File: src/core/macirq_defines.svh
/*
  Offsets, field positions, reset values and timing counts for the MAC
  event and PHY management register block.
  Assumes inclusion by bare name from the package and design file.
*/
`ifndef MACIRQ_DEFINES_SVH
`define MACIRQ_DEFINES_SVH

// Register byte offsets
`define MACIRQ_OFF_RX_STATUS    8'h00
`define MACIRQ_OFF_EVENT_STATUS 8'h04
`define MACIRQ_OFF_EVENT_ENABLE 8'h08
`define MACIRQ_OFF_EVENT_DIS    8'h0c
`define MACIRQ_OFF_EVENT_MASK   8'h10
`define MACIRQ_OFF_PHY_MGMT     8'h14
`define MACIRQ_OFF_PAUSE_TIME   8'h18

// Event status bit positions
`define MACIRQ_BIT_MGMT_DONE    0
`define MACIRQ_BIT_RX_COMPLETE  1
`define MACIRQ_BIT_RX_OWNED     2
`define MACIRQ_BIT_TX_OWNED     3
`define MACIRQ_BIT_TX_UNDERRUN  4
`define MACIRQ_BIT_RETRY_LIMIT  5
`define MACIRQ_BIT_TX_EXHAUST   6
`define MACIRQ_BIT_TX_COMPLETE  7
`define MACIRQ_BIT_RX_OVERRUN   10
`define MACIRQ_BIT_BUS_ERROR    11
`define MACIRQ_BIT_PAUSE_RX     12
`define MACIRQ_BIT_PAUSE_ZERO   13
`define MACIRQ_EVENT_VALID      14'h3cff

// Receive status bit positions
`define MACIRQ_RXS_FRAME_RX     1
`define MACIRQ_RXS_OVERRUN      2

// PHY management frame fields
`define MACIRQ_MGMT_SOF_HI      31
`define MACIRQ_MGMT_SOF_LO      30
`define MACIRQ_MGMT_OP_HI       29
`define MACIRQ_MGMT_OP_LO       28
`define MACIRQ_MGMT_REG_HI      22
`define MACIRQ_MGMT_REG_LO      18
`define MACIRQ_MGMT_CODE_HI     17
`define MACIRQ_MGMT_CODE_LO     16
`define MACIRQ_MGMT_DATA_HI     15
`define MACIRQ_MGMT_SOF_OK      2'h1
`define MACIRQ_MGMT_OP_READ     2'h2
`define MACIRQ_MGMT_OP_WRITE    2'h1

// Reset values
`define MACIRQ_RST_EVENT        14'h0000
`define MACIRQ_RST_MASK         14'h3fff
`define MACIRQ_RST_MGMT         32'h0000_0000
`define MACIRQ_RST_PAUSE        16'h0000

// Pause quantum: 512 bit times at 100 Mbit/s is 5120 ns
`define MACIRQ_CLK_PERIOD_NS    100
`define MACIRQ_QUANTUM_NS       5120
`define MACIRQ_QUANTUM_CYC      (`MACIRQ_QUANTUM_NS / `MACIRQ_CLK_PERIOD_NS)

`endif

File: src/core/macirq_pkg.sv
/*
  Types for the MAC event and PHY management register block.
  Assumes the defines header is on the include path.
*/
`default_nettype none
`include "macirq_defines.svh"

package macirq_pkg;
  typedef logic [31:0] macirq_word_type;
  typedef logic [13:0] macirq_event_type;
  // Management engine states, Gray along idle->busy->done
  typedef enum logic [1:0] {
    MACIRQ_MG_IDLE = 2'b00,
    MACIRQ_MG_BUSY = 2'b01,
    MACIRQ_MG_DONE = 2'b11
  } macirq_mgmt_state_type;
endpackage

`default_nettype wire

File: src/core/macirq_regs.sv
/*
  Event status, enable, disable and mask logic with the receive status
  and PHY management frame registers, behind an AXI4-Lite slave.
  Assumes event inputs are one-cycle pulses synchronous to clock and a
  management shifter outside that handshakes over mgmt_start/mgmt_finish.
*/
`default_nettype none
`include "macirq_defines.svh"

module macirq_regs
  import macirq_pkg::*;
(
  input  wire  logic                      clock,
  input  wire  logic                      rst_b,
  input  wire  logic [7:0]                s_axi_awaddr,
  input  wire  logic                      s_axi_awvalid,
  output logic                            s_axi_awready,
  input  wire  macirq_pkg::macirq_word_type s_axi_wdata,
  input  wire  logic [3:0]                s_axi_wstrb,
  input  wire  logic                      s_axi_wvalid,
  output logic                            s_axi_wready,
  output logic [1:0]                      s_axi_bresp,
  output logic                            s_axi_bvalid,
  input  wire  logic                      s_axi_bready,
  input  wire  logic [7:0]                s_axi_araddr,
  input  wire  logic                      s_axi_arvalid,
  output logic                            s_axi_arready,
  output macirq_pkg::macirq_word_type     s_axi_rdata,
  output logic [1:0]                      s_axi_rresp,
  output logic                            s_axi_rvalid,
  input  wire  logic                      s_axi_rready,
  input  wire  logic                      rx_frame_stored,
  input  wire  logic                      rx_store_failed,
  input  wire  logic                      rx_desc_owned_seen,
  input  wire  logic                      tx_desc_owned_seen,
  input  wire  logic                      tx_data_late,
  input  wire  logic                      tx_used_mid_frame,
  input  wire  logic                      tx_queue_ptr_written,
  input  wire  logic                      tx_retry_limit,
  input  wire  logic                      tx_buffers_out,
  input  wire  logic                      tx_frame_sent,
  input  wire  logic                      dma_bus_error,
  input  wire  logic                      pause_frame_valid,
  input  wire  logic                      pause_load,
  input  wire  logic [15:0]               pause_load_value,
  output logic                            pause_active,
  output logic                            mgmt_start,
  output macirq_pkg::macirq_word_type     mgmt_frame,
  output logic                            mgmt_frame_valid,
  input  wire  logic                      mgmt_finish,
  input  wire  logic [15:0]               mgmt_read_data,
  output logic                            irq
);
  import macirq_pkg::*;

  logic                  aw_held_q;
  logic [7:0]            aw_addr_q;
  logic                  w_held_q;
  macirq_word_type       w_data_q;
  logic [3:0]            w_strb_q;
  logic                  bvalid_q;
  logic [1:0]            bresp_q;
  logic                  rvalid_q;
  logic [1:0]            rresp_q;
  macirq_word_type       rdata_q;
  logic                  wr_fire;
  logic                  rd_fire;
  macirq_word_type       wr_bits;
  logic [2:0]            rx_status_q;
  macirq_event_type      event_q;
  macirq_event_type      event_d;
  macirq_event_type      event_set;
  macirq_event_type      mask_q;
  macirq_word_type       mgmt_q;
  macirq_mgmt_state_type mg_state_q;
  logic [15:0]           pause_q;
  logic [6:0]            quantum_q;
  logic                  pause_zero_pulse;
  logic                  wr_mgmt;
  logic                  rd_event;
  macirq_word_type       rd_value;
  logic                  rd_known;
  logic                  wr_known;
  logic                  wr_rx_status;
  logic                  wr_enable;
  logic                  wr_disable;
  logic [7:0]            rd_addr;
  logic [2:0]            rx_set;
  logic                  pause_step;

  // Handshake outputs and data outputs from flops
  assign s_axi_awready = !aw_held_q && !bvalid_q;
  assign s_axi_wready  = !w_held_q && !bvalid_q;
  assign s_axi_bvalid  = bvalid_q;
  assign s_axi_bresp   = bresp_q;
  assign s_axi_arready = !rvalid_q;
  assign s_axi_rvalid  = rvalid_q;
  assign s_axi_rresp   = rresp_q;
  assign s_axi_rdata   = rdata_q;
  assign wr_fire       = aw_held_q && w_held_q && !bvalid_q;
  assign rd_fire       = s_axi_arvalid && !rvalid_q;

  // Word-aligned read address
  assign rd_addr = {s_axi_araddr[7:2], 2'b00};

  // Byte-lane masked write value
  always_comb begin
    for (int i = 0; i < 4; i++) begin
      wr_bits[i*8 +: 8] = w_strb_q[i] ? w_data_q[i*8 +: 8] : 8'h00;
    end
  end

  assign wr_known = (aw_addr_q == `MACIRQ_OFF_RX_STATUS)
                 || (aw_addr_q == `MACIRQ_OFF_EVENT_ENABLE)
                 || (aw_addr_q == `MACIRQ_OFF_EVENT_DIS)
                 || (aw_addr_q == `MACIRQ_OFF_PHY_MGMT)
                 || (aw_addr_q == `MACIRQ_OFF_PAUSE_TIME)
                 || (aw_addr_q == `MACIRQ_OFF_EVENT_STATUS)
                 || (aw_addr_q == `MACIRQ_OFF_EVENT_MASK);

  // Write address held until the write completes
  always_ff @(posedge clock or negedge rst_b) begin
    if (!rst_b) begin
      aw_held_q <= 1'b0;
      aw_addr_q <= 8'h00;
    end else if (s_axi_awvalid && s_axi_awready) begin
      aw_held_q <= 1'b1;
      aw_addr_q <= {s_axi_awaddr[7:2], 2'b00};
    end else if (wr_fire) begin
      aw_held_q <= 1'b0;
    end
  end

  // Write data held on its own, either half may come first
  always_ff @(posedge clock or negedge rst_b) begin
    if (!rst_b) begin
      w_held_q <= 1'b0;
      w_data_q <= 32'h0000_0000;
      w_strb_q <= 4'h0;
    end else if (s_axi_wvalid && s_axi_wready) begin
      w_held_q <= 1'b1;
      w_data_q <= s_axi_wdata;
      w_strb_q <= s_axi_wstrb;
    end else if (wr_fire) begin
      w_held_q <= 1'b0;
    end
  end

  // Write response, SLVERR on unmapped address
  always_ff @(posedge clock or negedge rst_b) begin
    if (!rst_b) begin
      bvalid_q <= 1'b0;
      bresp_q  <= 2'b00;
    end else if (wr_fire) begin
      bvalid_q <= 1'b1;
      bresp_q  <= wr_known ? 2'b00 : 2'b10;
    end else if (s_axi_bready) begin
      bvalid_q <= 1'b0;
    end
  end

  // Read decode
  always_comb begin
    rd_value = 32'h0000_0000;
    rd_known = 1'b1;
    unique case (rd_addr)
      `MACIRQ_OFF_RX_STATUS:    rd_value = {29'h0, rx_status_q};
      `MACIRQ_OFF_EVENT_STATUS: rd_value = {18'h0, event_q};
      `MACIRQ_OFF_EVENT_MASK:   rd_value = {18'h0, mask_q};
      `MACIRQ_OFF_PHY_MGMT:     rd_value = mgmt_q;
      `MACIRQ_OFF_PAUSE_TIME:   rd_value = {16'h0, pause_q};
      `MACIRQ_OFF_EVENT_ENABLE,
      `MACIRQ_OFF_EVENT_DIS:    rd_value = 32'h0000_0000;
      default:                  rd_known = 1'b0;
    endcase
  end

  // Read data held until rready
  always_ff @(posedge clock or negedge rst_b) begin
    if (!rst_b) begin
      rvalid_q <= 1'b0;
      rresp_q  <= 2'b00;
      rdata_q  <= 32'h0000_0000;
    end else if (rd_fire) begin
      rvalid_q <= 1'b1;
      rresp_q  <= rd_known ? 2'b00 : 2'b10;
      rdata_q  <= rd_value;
    end else if (s_axi_rready) begin
      rvalid_q <= 1'b0;
    end
  end

  assign rd_event = rd_fire
    && (rd_addr == `MACIRQ_OFF_EVENT_STATUS);
  assign wr_mgmt  = wr_fire && (aw_addr_q == `MACIRQ_OFF_PHY_MGMT);

  // Write strobes for the clear, enable and disable registers
  assign wr_rx_status = wr_fire && (aw_addr_q == `MACIRQ_OFF_RX_STATUS);
  assign wr_enable    = wr_fire && (aw_addr_q == `MACIRQ_OFF_EVENT_ENABLE);
  assign wr_disable   = wr_fire && (aw_addr_q == `MACIRQ_OFF_EVENT_DIS);

  // Receive status set sources, one per bit
  always_comb begin
    rx_set                       = 3'h0;
    rx_set[0]                    = rx_desc_owned_seen;
    rx_set[`MACIRQ_RXS_FRAME_RX] = rx_frame_stored;
    rx_set[`MACIRQ_RXS_OVERRUN]  = rx_store_failed;
  end

  // Receive status: hardware sets, write-one clears, set wins
  always_ff @(posedge clock or negedge rst_b) begin
    if (!rst_b) begin
      rx_status_q <= 3'h0;
    end else begin
      for (int i = 0; i < 3; i++) begin
        if (rx_set[i]) begin
          rx_status_q[i] <= 1'b1;
        end else if (wr_rx_status && wr_bits[i]) begin
          rx_status_q[i] <= 1'b0;
        end
      end
    end
  end

  // Event sources per status bit
  always_comb begin
    event_set = 14'h0000;
    event_set[`MACIRQ_BIT_MGMT_DONE]   = mgmt_finish;
    event_set[`MACIRQ_BIT_RX_COMPLETE] = rx_frame_stored;
    event_set[`MACIRQ_BIT_RX_OWNED]    = rx_desc_owned_seen;
    event_set[`MACIRQ_BIT_TX_OWNED]    = tx_desc_owned_seen;
    event_set[`MACIRQ_BIT_TX_UNDERRUN] = tx_data_late
      || tx_used_mid_frame || tx_queue_ptr_written;
    event_set[`MACIRQ_BIT_RETRY_LIMIT] = tx_retry_limit;
    event_set[`MACIRQ_BIT_TX_EXHAUST]  = tx_buffers_out;
    event_set[`MACIRQ_BIT_TX_COMPLETE] = tx_frame_sent;
    event_set[`MACIRQ_BIT_RX_OVERRUN]  = rx_store_failed;
    event_set[`MACIRQ_BIT_BUS_ERROR]   = dma_bus_error;
    event_set[`MACIRQ_BIT_PAUSE_RX]    = pause_frame_valid;
    event_set[`MACIRQ_BIT_PAUSE_ZERO]  = pause_zero_pulse;
  end

  // Clear on read, a simultaneous event survives
  assign event_d = ((rd_event ? 14'h0000 : event_q) | event_set)
                 & `MACIRQ_EVENT_VALID;

  always_ff @(posedge clock or negedge rst_b) begin
    if (!rst_b) begin
      event_q <= `MACIRQ_RST_EVENT;
    end else begin
      event_q <= event_d;
    end
  end

  // Mask state: bit high means masked
  always_ff @(posedge clock or negedge rst_b) begin
    if (!rst_b) begin
      mask_q <= `MACIRQ_RST_MASK;
    end else if (wr_enable) begin
      mask_q <= mask_q & ~wr_bits[13:0];
    end else if (wr_disable) begin
      mask_q <= mask_q | wr_bits[13:0];
    end
  end

  // Interrupt output from unmasked status flags, not from the raw sources
  assign irq = |(event_q & ~mask_q & `MACIRQ_EVENT_VALID);

  // Start pulse, one cycle per frame accepted while idle
  always_ff @(posedge clock or negedge rst_b) begin
    if (!rst_b) begin
      mgmt_start <= 1'b0;
    end else begin
      mgmt_start <= wr_mgmt && (mg_state_q == MACIRQ_MG_IDLE);
    end
  end

  // Management frame register and transfer handshake
  always_ff @(posedge clock or negedge rst_b) begin
    if (!rst_b) begin
      mgmt_q     <= `MACIRQ_RST_MGMT;
      mg_state_q <= MACIRQ_MG_IDLE;
    end else begin
      unique case (mg_state_q)
        MACIRQ_MG_IDLE: begin
          if (wr_mgmt) begin
            for (int i = 0; i < 4; i++) begin
              if (w_strb_q[i]) begin
                mgmt_q[i*8 +: 8] <= w_data_q[i*8 +: 8];
              end
            end
            mg_state_q <= MACIRQ_MG_BUSY;
          end
        end
        MACIRQ_MG_BUSY: begin
          if (mgmt_finish) begin
            if (mgmt_q[`MACIRQ_MGMT_OP_HI:`MACIRQ_MGMT_OP_LO] == `MACIRQ_MGMT_OP_READ) begin
              mgmt_q[`MACIRQ_MGMT_DATA_HI:0] <= mgmt_read_data;
            end
            mg_state_q <= MACIRQ_MG_DONE;
          end
        end
        MACIRQ_MG_DONE: mg_state_q <= MACIRQ_MG_IDLE;
        default:        mg_state_q <= MACIRQ_MG_IDLE;
      endcase
    end
  end

  assign mgmt_frame = mgmt_q;
  // Valid frame needs start field 01 and a known operation
  assign mgmt_frame_valid =
    (mgmt_q[`MACIRQ_MGMT_SOF_HI:`MACIRQ_MGMT_SOF_LO] == `MACIRQ_MGMT_SOF_OK)
    && ((mgmt_q[`MACIRQ_MGMT_OP_HI:`MACIRQ_MGMT_OP_LO] == `MACIRQ_MGMT_OP_READ)
     || (mgmt_q[`MACIRQ_MGMT_OP_HI:`MACIRQ_MGMT_OP_LO] == `MACIRQ_MGMT_OP_WRITE));

  // Quantum complete while the counter runs
  assign pause_step = (pause_q != 16'h0000)
                   && (quantum_q == 7'(`MACIRQ_QUANTUM_CYC - 1));

  // Pause counter, one step per 51 clock cycles (5100 ns)
  always_ff @(posedge clock or negedge rst_b) begin
    if (!rst_b) begin
      pause_q   <= `MACIRQ_RST_PAUSE;
      quantum_q <= 7'h00;
    end else begin
      if (pause_load) begin
        pause_q   <= pause_load_value;
        quantum_q <= 7'h00;
      end else if (pause_q != 16'h0000) begin
        if (pause_step) begin
          quantum_q <= 7'h00;
          pause_q   <= pause_q - 16'h0001;
        end else begin
          quantum_q <= quantum_q + 7'h01;
        end
      end
    end
  end

  // Zero event when the last step empties the counter
  always_ff @(posedge clock or negedge rst_b) begin
    if (!rst_b) begin
      pause_zero_pulse <= 1'b0;
    end else begin
      pause_zero_pulse <= !pause_load && pause_step && (pause_q == 16'h0001);
    end
  end

  assign pause_active = (pause_q != 16'h0000);

endmodule

`default_nettype wire

File: config.mk
export PLATFORM = sky130hd
export DESIGN_NAME = macirq_regs
export DESIGN_NICKNAME = d
export VERILOG_FILES = /design/src/core/macirq_pkg.sv /design/src/core/macirq_regs.sv
export VERILOG_INCLUDE_DIRS = /design/src /design/src/core
export SDC_FILE = /design/constraint.sdc
export NUM_CORES = 1
export LEC_CHECK = 0
export BUFFER_PORTS_ARGS = -buffer_cell sky130_fd_sc_hd__buf_2
export CAP_MARGIN = 20
export CORE_MARGIN = 2
export CORE_UTILIZATION = 58
export CTS_CLUSTER_SIZE = 16
export DETAILED_ROUTE_END_ITERATION = 10
export PLACE_DENSITY_LB_ADDON = 0.25
export REMOVE_ABC_BUFFERS = 1
export SKIP_CTS_REPAIR_TIMING = 1
export SYNTH_ARGS = -nofsm -noshare
export SYNTH_HDL_FRONTEND = slang
export SYNTH_SLANG_ARGS = --single-unit
File: constraint.sdc
create_clock -name clock -period 3.25 [get_ports clock]
set_input_delay 0 -clock clock [delete_from_list [all_inputs] [get_ports clock]]
set_output_delay 0 -clock clock [all_outputs]
set_load 0.005 [all_outputs]
Yosys cells after proc, flatten, opt, wreduce, memory -nomap -nowiden:

Cells that the tools add are included.

* $add $sub $neg: 2
* equality and inequality tests: 23
* mux-type cells: 37
* bitwise gates (word level): 6
* reductions and logical operators: 57

Operators by type and width (count)
* one-hot mux 32 bit (5 select lines): 1
* 2-to-1 mux 16 bit: 6
* 2-to-1 mux 14 bit: 3
* equality test 6 x 3 -> 1 bit, second input constant: 6
* one-hot mux 16 bit (2 select lines): 1
* bitwise AND 14 bit: 2
* inverter 14 bit: 2
* OR 14 bit: 2
* equality test 6 x 2 -> 1 bit, second input constant: 4
* 2-to-1 mux 8 bit: 3
* nonzero test 2 bit: 11
* 2-to-1 mux 7 bit: 3
* logical AND 1 bit: 20
* equality test 16 x 1 -> 1 bit, second input constant: 1
* zero test 8 bit: 2
* nonzero test 16 bit: 1
* subtractor 16 x 1 -> 16 bit, second input constant: 1
* 2-to-1 mux 1 bit: 14
* equality test 6 x 1 -> 1 bit, second input constant: 2
* OR reduction 12 bit: 1
* != test 2 bit, second input constant: 5
* AND reduction 5 bit: 2
* logical OR 1 bit: 9
* 2-to-1 mux 2 bit: 4
* other kinds (11): 19

* flip-flop bits (word level): 170
* input port bits: 105
* word-level logic and storage cells: 149

Logic depth before layout (Yosys ltp):

Gate-level depths: netlist of the first run.

* depth in word-level cells: 8
* depth in mapped cells: 8
* depth with buffers taken out: 7

Worst setup path before layout of the first run:

OpenSTA, ideal clock, no wires.

* path kind: register -> register
* start: register pause_q[6]
* end: register pause_q[15]
* library setup time: 0.125 ns
* arrival: 1.825 ns
* path slack: 1.300 ns
* stages on the path, launching flop included: 6
* path through: dfrtp_1 or4_4 nor4_4 nand4_1 xnor2_1 mux2_2

* longest elaborated chain between the ends: 4

Ends and longest elaborated chain
* start: declaration: RTL line macirq_regs.sv:76 `logic [15:0] pause_q;`
* start signal: assignment: RTL line macirq_regs.sv:323 `` pause_q <= `MACIRQ_RST_PAUSE; ``
* start signal: assignment: RTL line macirq_regs.sv:327 `pause_q <= pause_load_value;`
* start signal: assignment: RTL line macirq_regs.sv:332 `pause_q <= pause_q - 16'h0001;`
* subtractor 16 x 1 -> 16 bit or nonzero test 16 bit (tied branches): RTL line macirq_regs.sv:332, macirq_regs.sv:317, macirq_regs.sv:329
* 2-to-1 mux 16 bit or logical AND 1 bit (tied branches): RTL line macirq_regs.sv:330, macirq_regs.sv:317
* 2-to-1 mux 16 bit or nonzero test 2 bit (tied branches)
* 2-to-1 mux 16 bit or AND reduction 2 bit (tied branches)

Parallel ways exist; a longest one is shown, timed or not. The select of a mux whose other input is x is not followed.
A chain may end at the register's enable or synchronous reset.

Final worst setup path of the first run:

* start: register pause_q[5]
* end: register pause_q[5]

Same word-level chain as after synthesis.

==> results of run 1 <==
-- critical path: cells and delay by family, from the launching register on --
family	cells	cell delay, ps
simple gates	4	1670
flops	1	450
compound gates	1	300
-- where the power goes --
part | switching (uW) | total (uW) | internal (uW)
logic | 659 | 1470 | 811
clock network | 832 | 2240 | 1410
registers | 485 | 3120 | 2630
total | 1980 | 6830 | 4850
-- metrics by stage --
step	total power [uW]	hold slack [ps]	util, %	area [sq um]	instances
after global routing	7130	36.8	80.1	10200	1125
after CTS	6690	-298	73.1	9290	1035
after detailed placement	4460	160	67.9	8640	1003
after floorplan	3850	-296	-	7450	647
after global placement	4350	148	67.9	8640	1003
final	6830	14.5	80.1	10200	1125
-- logic make-up after synthesis --
group | Yosys count | share of synthesized area, %
compound gates | 111 | 9.42
flops | 168 | 55.4
simple gates | 225 | 14.8
buf+inv | 60 | 3.31
fa+ha+maj | 5 | 0.820
mux | 101 | 14.6
xor+xnor | 15 | 1.72
other cells | 1 | 0.0492
-- placed cells by master, fill, tap and decap left out, types with 7 or more instances in the layout --
cell,instances
nor3_1,10
and3_1,9
mux2_2,79
inv_1,20
a21o_1,16
o21ai_0,42
a222oi_1,9
mux2i_1,22
nand4_1,11
clkbuf_16,17
xor2_1,12
buf_2,174
buf_4,8
a21oi_1,13
nor2_1,30
dfrtp_1,154
dfstp_2,14
o21ai_1,7
nand2_1,107
nand3_1,23
dlygate4sd3_1,90
-- final cells by class --
cell class,count,share of cell area (%)
sequential,168,41.4
multi-input combinational,459,31.1
timing repair buffer,274,18.3
clock buffer,21,4.52
tap,172,2.11
clock inverter,11,1.90
inverter,20,0.736
-- worst max-delay path by stage --
stage                                from              to  slack [ps]  depth (start not counted)
after global placement         pause_q[5]      pause_q[5]         920                          5
final                          pause_q[5]      pause_q[5]         710                          5
after global routing           pause_q[5]      pause_q[5]         550                          5
after floorplan           s_axi_araddr[5]  s_axi_rdata[1]         630                          4
after CTS                      pause_q[5]      pause_q[5]         730                          5
after detailed placement       pause_q[5]      pause_q[5]         760                          5
-- registers in the layout, indices dropped and copies added (netlist names), 2 cells and up, named ones only --
name / count
event_q: 12
s_axi_rdata: 32
mg_state_q: 2
quantum_q: 7
rx_status_q: 3
aw_addr_q: 6
mgmt_frame: 32
w_strb_q: 4
w_data_q: 32
pause_q: 16
-- routing by layer --
| metal | vias up | GRT usage, % |
|---|---|---|
| met5 | - | 0 |
| met4 | 0 | 11.2 |
| met2 | 327 | 44.0 |
| li1 | 2921 | - |
| met3 | 64 | 5.94 |
| met1 | 3161 | 36.8 |
==> flow_metrics.py, run 1 <==
metrics = {
    "run_status": {
        "status": "finished clean",
    },
    "routing": {
        "postRouteAntennaNets": 0,
        "top_layer": "met4",
        "drc": 0,
        "first_pass_iters": 7,
        "vias": 6473,
        "totalWireLength_um": 21000,
        "drtIter0Drc": 610,
        "met3WireLength_um": 1370,
        "wl_met1_um": 8390,
        "avgRoutedWirePerCell_um": 18.6,
        "wl_met2_um": 10500,
        "viasPerCell": 5.75,
    },
    "flow_run": {
        "cap_violations": 0,
    },
    "min_path": {
        "worstHoldEndpoint": "s_axi_rresp[1]",
        "hold_path_startpoint": "s_axi_araddr[2]",
        "min_delay_path_depth": 3,
        "min_path_type": "in -> reg",
    },
    "global_route": {
        "grt_pass1_wl_um": 30400,
        "antenna_found_initial": 0,
        "grt_max_degree": 100,
        "grtUsageTotal_pct": 27.6,
        "grt_pass1_vias": 6008,
        "grt-ovfl-total": 0,
    },
    "synth": {
        "async_flop_share_pct": 100,
        "ys.flop_type": "dfrtp_1",
        "yosysTopAreaCell": "dfrtp_1",
        "ys_ff_latch": 168,
        "synth_edf_count": 0,
        "yosysWarnings": 0,
        "ys_types": 56,
        "ys_seq_area_share_pct": 55.4,
        "syn_inst": 686,
        "synth.most_common_cell": "dfrtp_1",
        "synthesis.area_sq_um": 7620,
        "netlist_top_cells_count": "dfrtp_1 (154), nand2_1 (107), mux2_2 (79), o21ai_0 (42), nor2_1 (30)",
        "yosys-top-cells-area": "dfrtp_1 (51%), mux2_2 (12%), nand2_1 (5.3%)",
        "synth_top_cell_area_share_pct": 50.5,
        "avgSynthCellArea_sq_um": 11.1,
    },
    "clock_network": {
        "clock_sinks": 168,
        "cts_buffers": 17,
        "h-tree-depth": 4,
        "cts.clk_slew.worst_paths_ps": 60,
        "cts_tree": "done",
        "clk_path_buf_depth": 2,
        "clk_latency_ps": 440,
        "clock-root-buffer": "clkbuf_16",
    },
    "sta": {
        "rsz0062_at_grt": "no",
        "setup_ws_ps": 706,
        "finalSetupViolCount": 0,
        "fin_crit_ps": 2540,
        "worst_slew_pin_slew_ps": 929,
        "clock_skew_ps": 9.40,
        "hold_viol_final": 0,
        "slew_viol_final": 0,
        "finalSetupTns_ps": 0,
        "relSlewSlack_pct": 38.0,
        "max_freq_mhz": 393,
        "period_share_pct": 78.3,
    },
    "layout": {
        "areaGrowthSynthToFinish_pct": 33.7,
        "ff_latch_area_sq_um": 4220,
        "nFillCells": 764,
        "insertedDiodeCount": 0,
        "multi_input_area_sq_um": 3170,
        "drive_above_1_share_pct": 34.6,
        "fin_nets": 1050,
    },
    "setup_path": {
        "critPathSlowestCell": "nor4_1",
        "worstSetupPathType": "reg -> reg",
        "worstReg2RegStart": "pause_q[5]",
        "crit_required_ps": 3570,
        "end_kind": "flip-flop",
        "cpPeakStageDelay_ps": 600,
        "cp.arrival_ps": 2870,
        "critPathLaunchType": "flip-flop",
        "reg2reg_depth": 5,
        "r2r_slack_ps": 710,
        "crit_chain": "nor4_1, nand4_1, nand2_1, nor3_1, a221o_1",
        "rr_endpoint": "pause_q[5]",
        "cp_max_fo": 12,
    },
    "floorplan": {
        "row_count": 41,
        "die_w_um": 119,
        "die_area_sq_um": 14100,
        "pin_count": 182,
        "start_util_pct": 59.9,
        "chipHeight_um": 119,
        "coreArea_sq_um": 12700,
    },
    "placed_design": {
        "dp_hpwl_um": 13100,
        "pre_cts_ws_ps": 763,
        "gp_congestion": 0.874,
        "port-buffer-count": 175,
    },
    "power_and_ir_drop": {
        "power.leakage_uw": 0.00482,
        "irDropWorstVdd_v": 0.000576,
        "p_per_area_nw_per_um2": 670,
    },
}
Power figures use the tool's default switching activity.
==> run 2, diff against run 1 <==
--- a/config.mk
+++ b/config.mk
@@ -9,7 +9,7 @@
 export BUFFER_PORTS_ARGS = -buffer_cell sky130_fd_sc_hd__buf_2
 export CAP_MARGIN = 20
 export CORE_MARGIN = 2
-export CORE_UTILIZATION = 58
+export CORE_UTILIZATION = 54
 export CTS_CLUSTER_SIZE = 16
 export DETAILED_ROUTE_END_ITERATION = 10
 export PLACE_DENSITY_LB_ADDON = 0.25
==> constraint.sdc (replaced) <==
create_clock -name clock -period 2.4 [get_ports clock]
set_input_delay 0 -clock clock [delete_from_list [all_inputs] [get_ports clock]]
set_output_delay 0 -clock clock [all_outputs]
set_load 0.005 [all_outputs]
==> flow_metrics.py, run 2 (synthesis gave the netlist of run 1 again) <==
metrics = {
    "setup_path": {
        "end_kind": "flip-flop",
        "reg2reg_depth": 7,
        "rr_endpoint": "pause_q[3]",
        "cp_max_fo": 7,
        "critPathLaunchType": "flip-flop",
        "worstSetupPathType": "reg -> reg",
        "crit_required_ps": 2720,
        "worstReg2RegStart": "pause_q[0]",
        "cp.arrival_ps": 2480,
        "r2r_slack_ps": 240,
    },
    "sta": {
        "max_freq_mhz": 462,
        "slew_viol_final": 0,
        "hold_viol_final": 1,
        "clock_skew_ps": 11.7,
        "fin_crit_ps": 2160,
        "period_share_pct": 90.2,
        "relSlewSlack_pct": 51.1,
        "finalSetupTns_ps": 0,
        "finalSetupViolCount": 0,
        "rsz0062_at_grt": "no",
        "setup_ws_ps": 236,
        "hold_ws_ps": -67.4,
        "worst_slew_pin_slew_ps": 733,
    },
    "clock_network": {
        "cts.clk_slew.worst_paths_ps": 60,
        "clk_latency_ps": 430,
        "clock-root-buffer": "clkbuf_16",
        "clock_sinks": 168,
        "cts_buffers": 17,
        "clk_path_buf_depth": 2,
        "h-tree-depth": 4,
        "cts_tree": "done",
    },
    "power_and_ir_drop": {
        "p_switching_uw": 2620,
        "p_sw_share_pct": 27.9,
        "p_int_uw": 6780,
        "irDropWorstVdd_v": 0.000577,
        "power.leakage_uw": 0.00487,
        "total_power_uw": 9410,
        "power_frac_seq_pct": 44.2,
        "combinationalPowerShare_pct": 21.9,
        "p_per_area_nw_per_um2": 913,
        "clockPowerShare_pct": 33.9,
    },
    "layout": {
        "final_common_cell": "buf_2",
        "drive_above_1_share_pct": 35.1,
        "areaGrowthSynthToFinish_pct": 35.2,
        "final_util_pct": 74.5,
        "nFillCells": 915,
        "fin_nets": 1056,
        "final_cell_mix": "buf_2 (174), dfrtp_1 (154), nand2_1 (107), dlygate4sd3_1 (88), mux2_2 (79)",
        "insertedDiodeCount": 0,
    },
    "placed_design": {
        "dp_hpwl_um": 13900,
        "pre_cts_ws_ps": 265,
        "gp_congestion": 0.870,
        "port-buffer-count": 175,
    },
    "floorplan": {
        "start_util_pct": 55.1,
        "die_area_sq_um": 15100,
        "pin_count": 182,
        "die_w_um": 123,
        "row_count": 43,
        "coreArea_sq_um": 13800,
        "chipHeight_um": 123,
    },
    "min_path": {
        "hold_path_startpoint": "mgmt_read_data[13]",
        "min_path_type": "in -> reg",
        "min_delay_path_depth": 3,
        "worstHoldEndpoint": "mgmt_frame[13]",
    },
    "routing": {
        "avgRoutedWirePerCell_um": 18.2,
        "drc": 0,
        "postRouteAntennaNets": 0,
        "vias": 6416,
        "totalWireLength_um": 20700,
        "viasPerCell": 5.63,
        "first_pass_iters": 6,
        "drtIter0Drc": 595,
    },
    "global_route": {
        "grt_pass1_vias": 6104,
        "grt_pass1_wl_um": 31100,
        "grt-ovfl-total": 0,
        "antenna_found_initial": 0,
        "grtUsageTotal_pct": 27.0,
        "grt_max_degree": 79,
    },
    "run_status": {
        "status": "finished with violations",
        "violations": "negative hold slack",
    },
    "flow_run": {
        "cap_violations": 0,
    },
}
[run 2: worst max-delay path by stage]
stage	cells past startpoint	start	to	slack, ps
after floorplan	4	s_axi_araddr[5]	s_axi_rdata[1]	-220
after global placement	5	pause_q[5]	pause_q[15]	370
after detailed placement	5	pause_q[5]	pause_q[15]	260
after CTS	5	pause_q[5]	pause_q[15]	250
after global routing	7	pause_q[0]	pause_q[3]	90
final	7	pause_q[0]	pause_q[3]	240
[run 2: power by group through the flow]
stage / Clock (uW) / Sequential [uW] / Combinational [uW]
after floorplan: 0 / 4020 / 1200
after global placement: 0 / 4110 / 1840
after detailed placement: 0 / 4180 / 1920
after CTS: 3220 / 4130 / 1950
after global routing: 3350 / 4240 / 2250
final: 3190 / 4160 / 2060
[run 2: per-stage QoR]
stage / area, sq um / std cells
5_1_grt: 10300 / 1139
4_1_cts: 9430 / 1051
2_1_floorplan: 7450 / 647
6_report: 10300 / 1139
3_5_place_dp: 8730 / 1019
3_3_place_gp: 8730 / 1019
[run 2: worst max-delay path, stage by stage, from the launching register on]
cell     delay (ps)
dfrtp_1         480
inv_1            80
ha_1            220
nor3b_2         190
nand4_1         160
nand2_1         220
or4_1           460
a31o_2          260
[run 2: layout make-up]
class	count	area [sq um]	area share [%]
clock buffers	21	450	4.37
repair buffers	280	1930	18.7
clock inverters	11	241	2.34
flip-flops and latches	168	4220	41.0
inverters	20	75.1	0.728
well taps	180	225	2.18
multi-input cells	459	3170	30.7
[run 2: layer usage]
metal  GRT usage [%]  vias up  routed length, um
li1                -     2930                  -
met1            35.1     3173               8330
met2            45.0      270              10700
met3            5.07       43               1240
met4            10.3        0                468
met5               0        -                  0
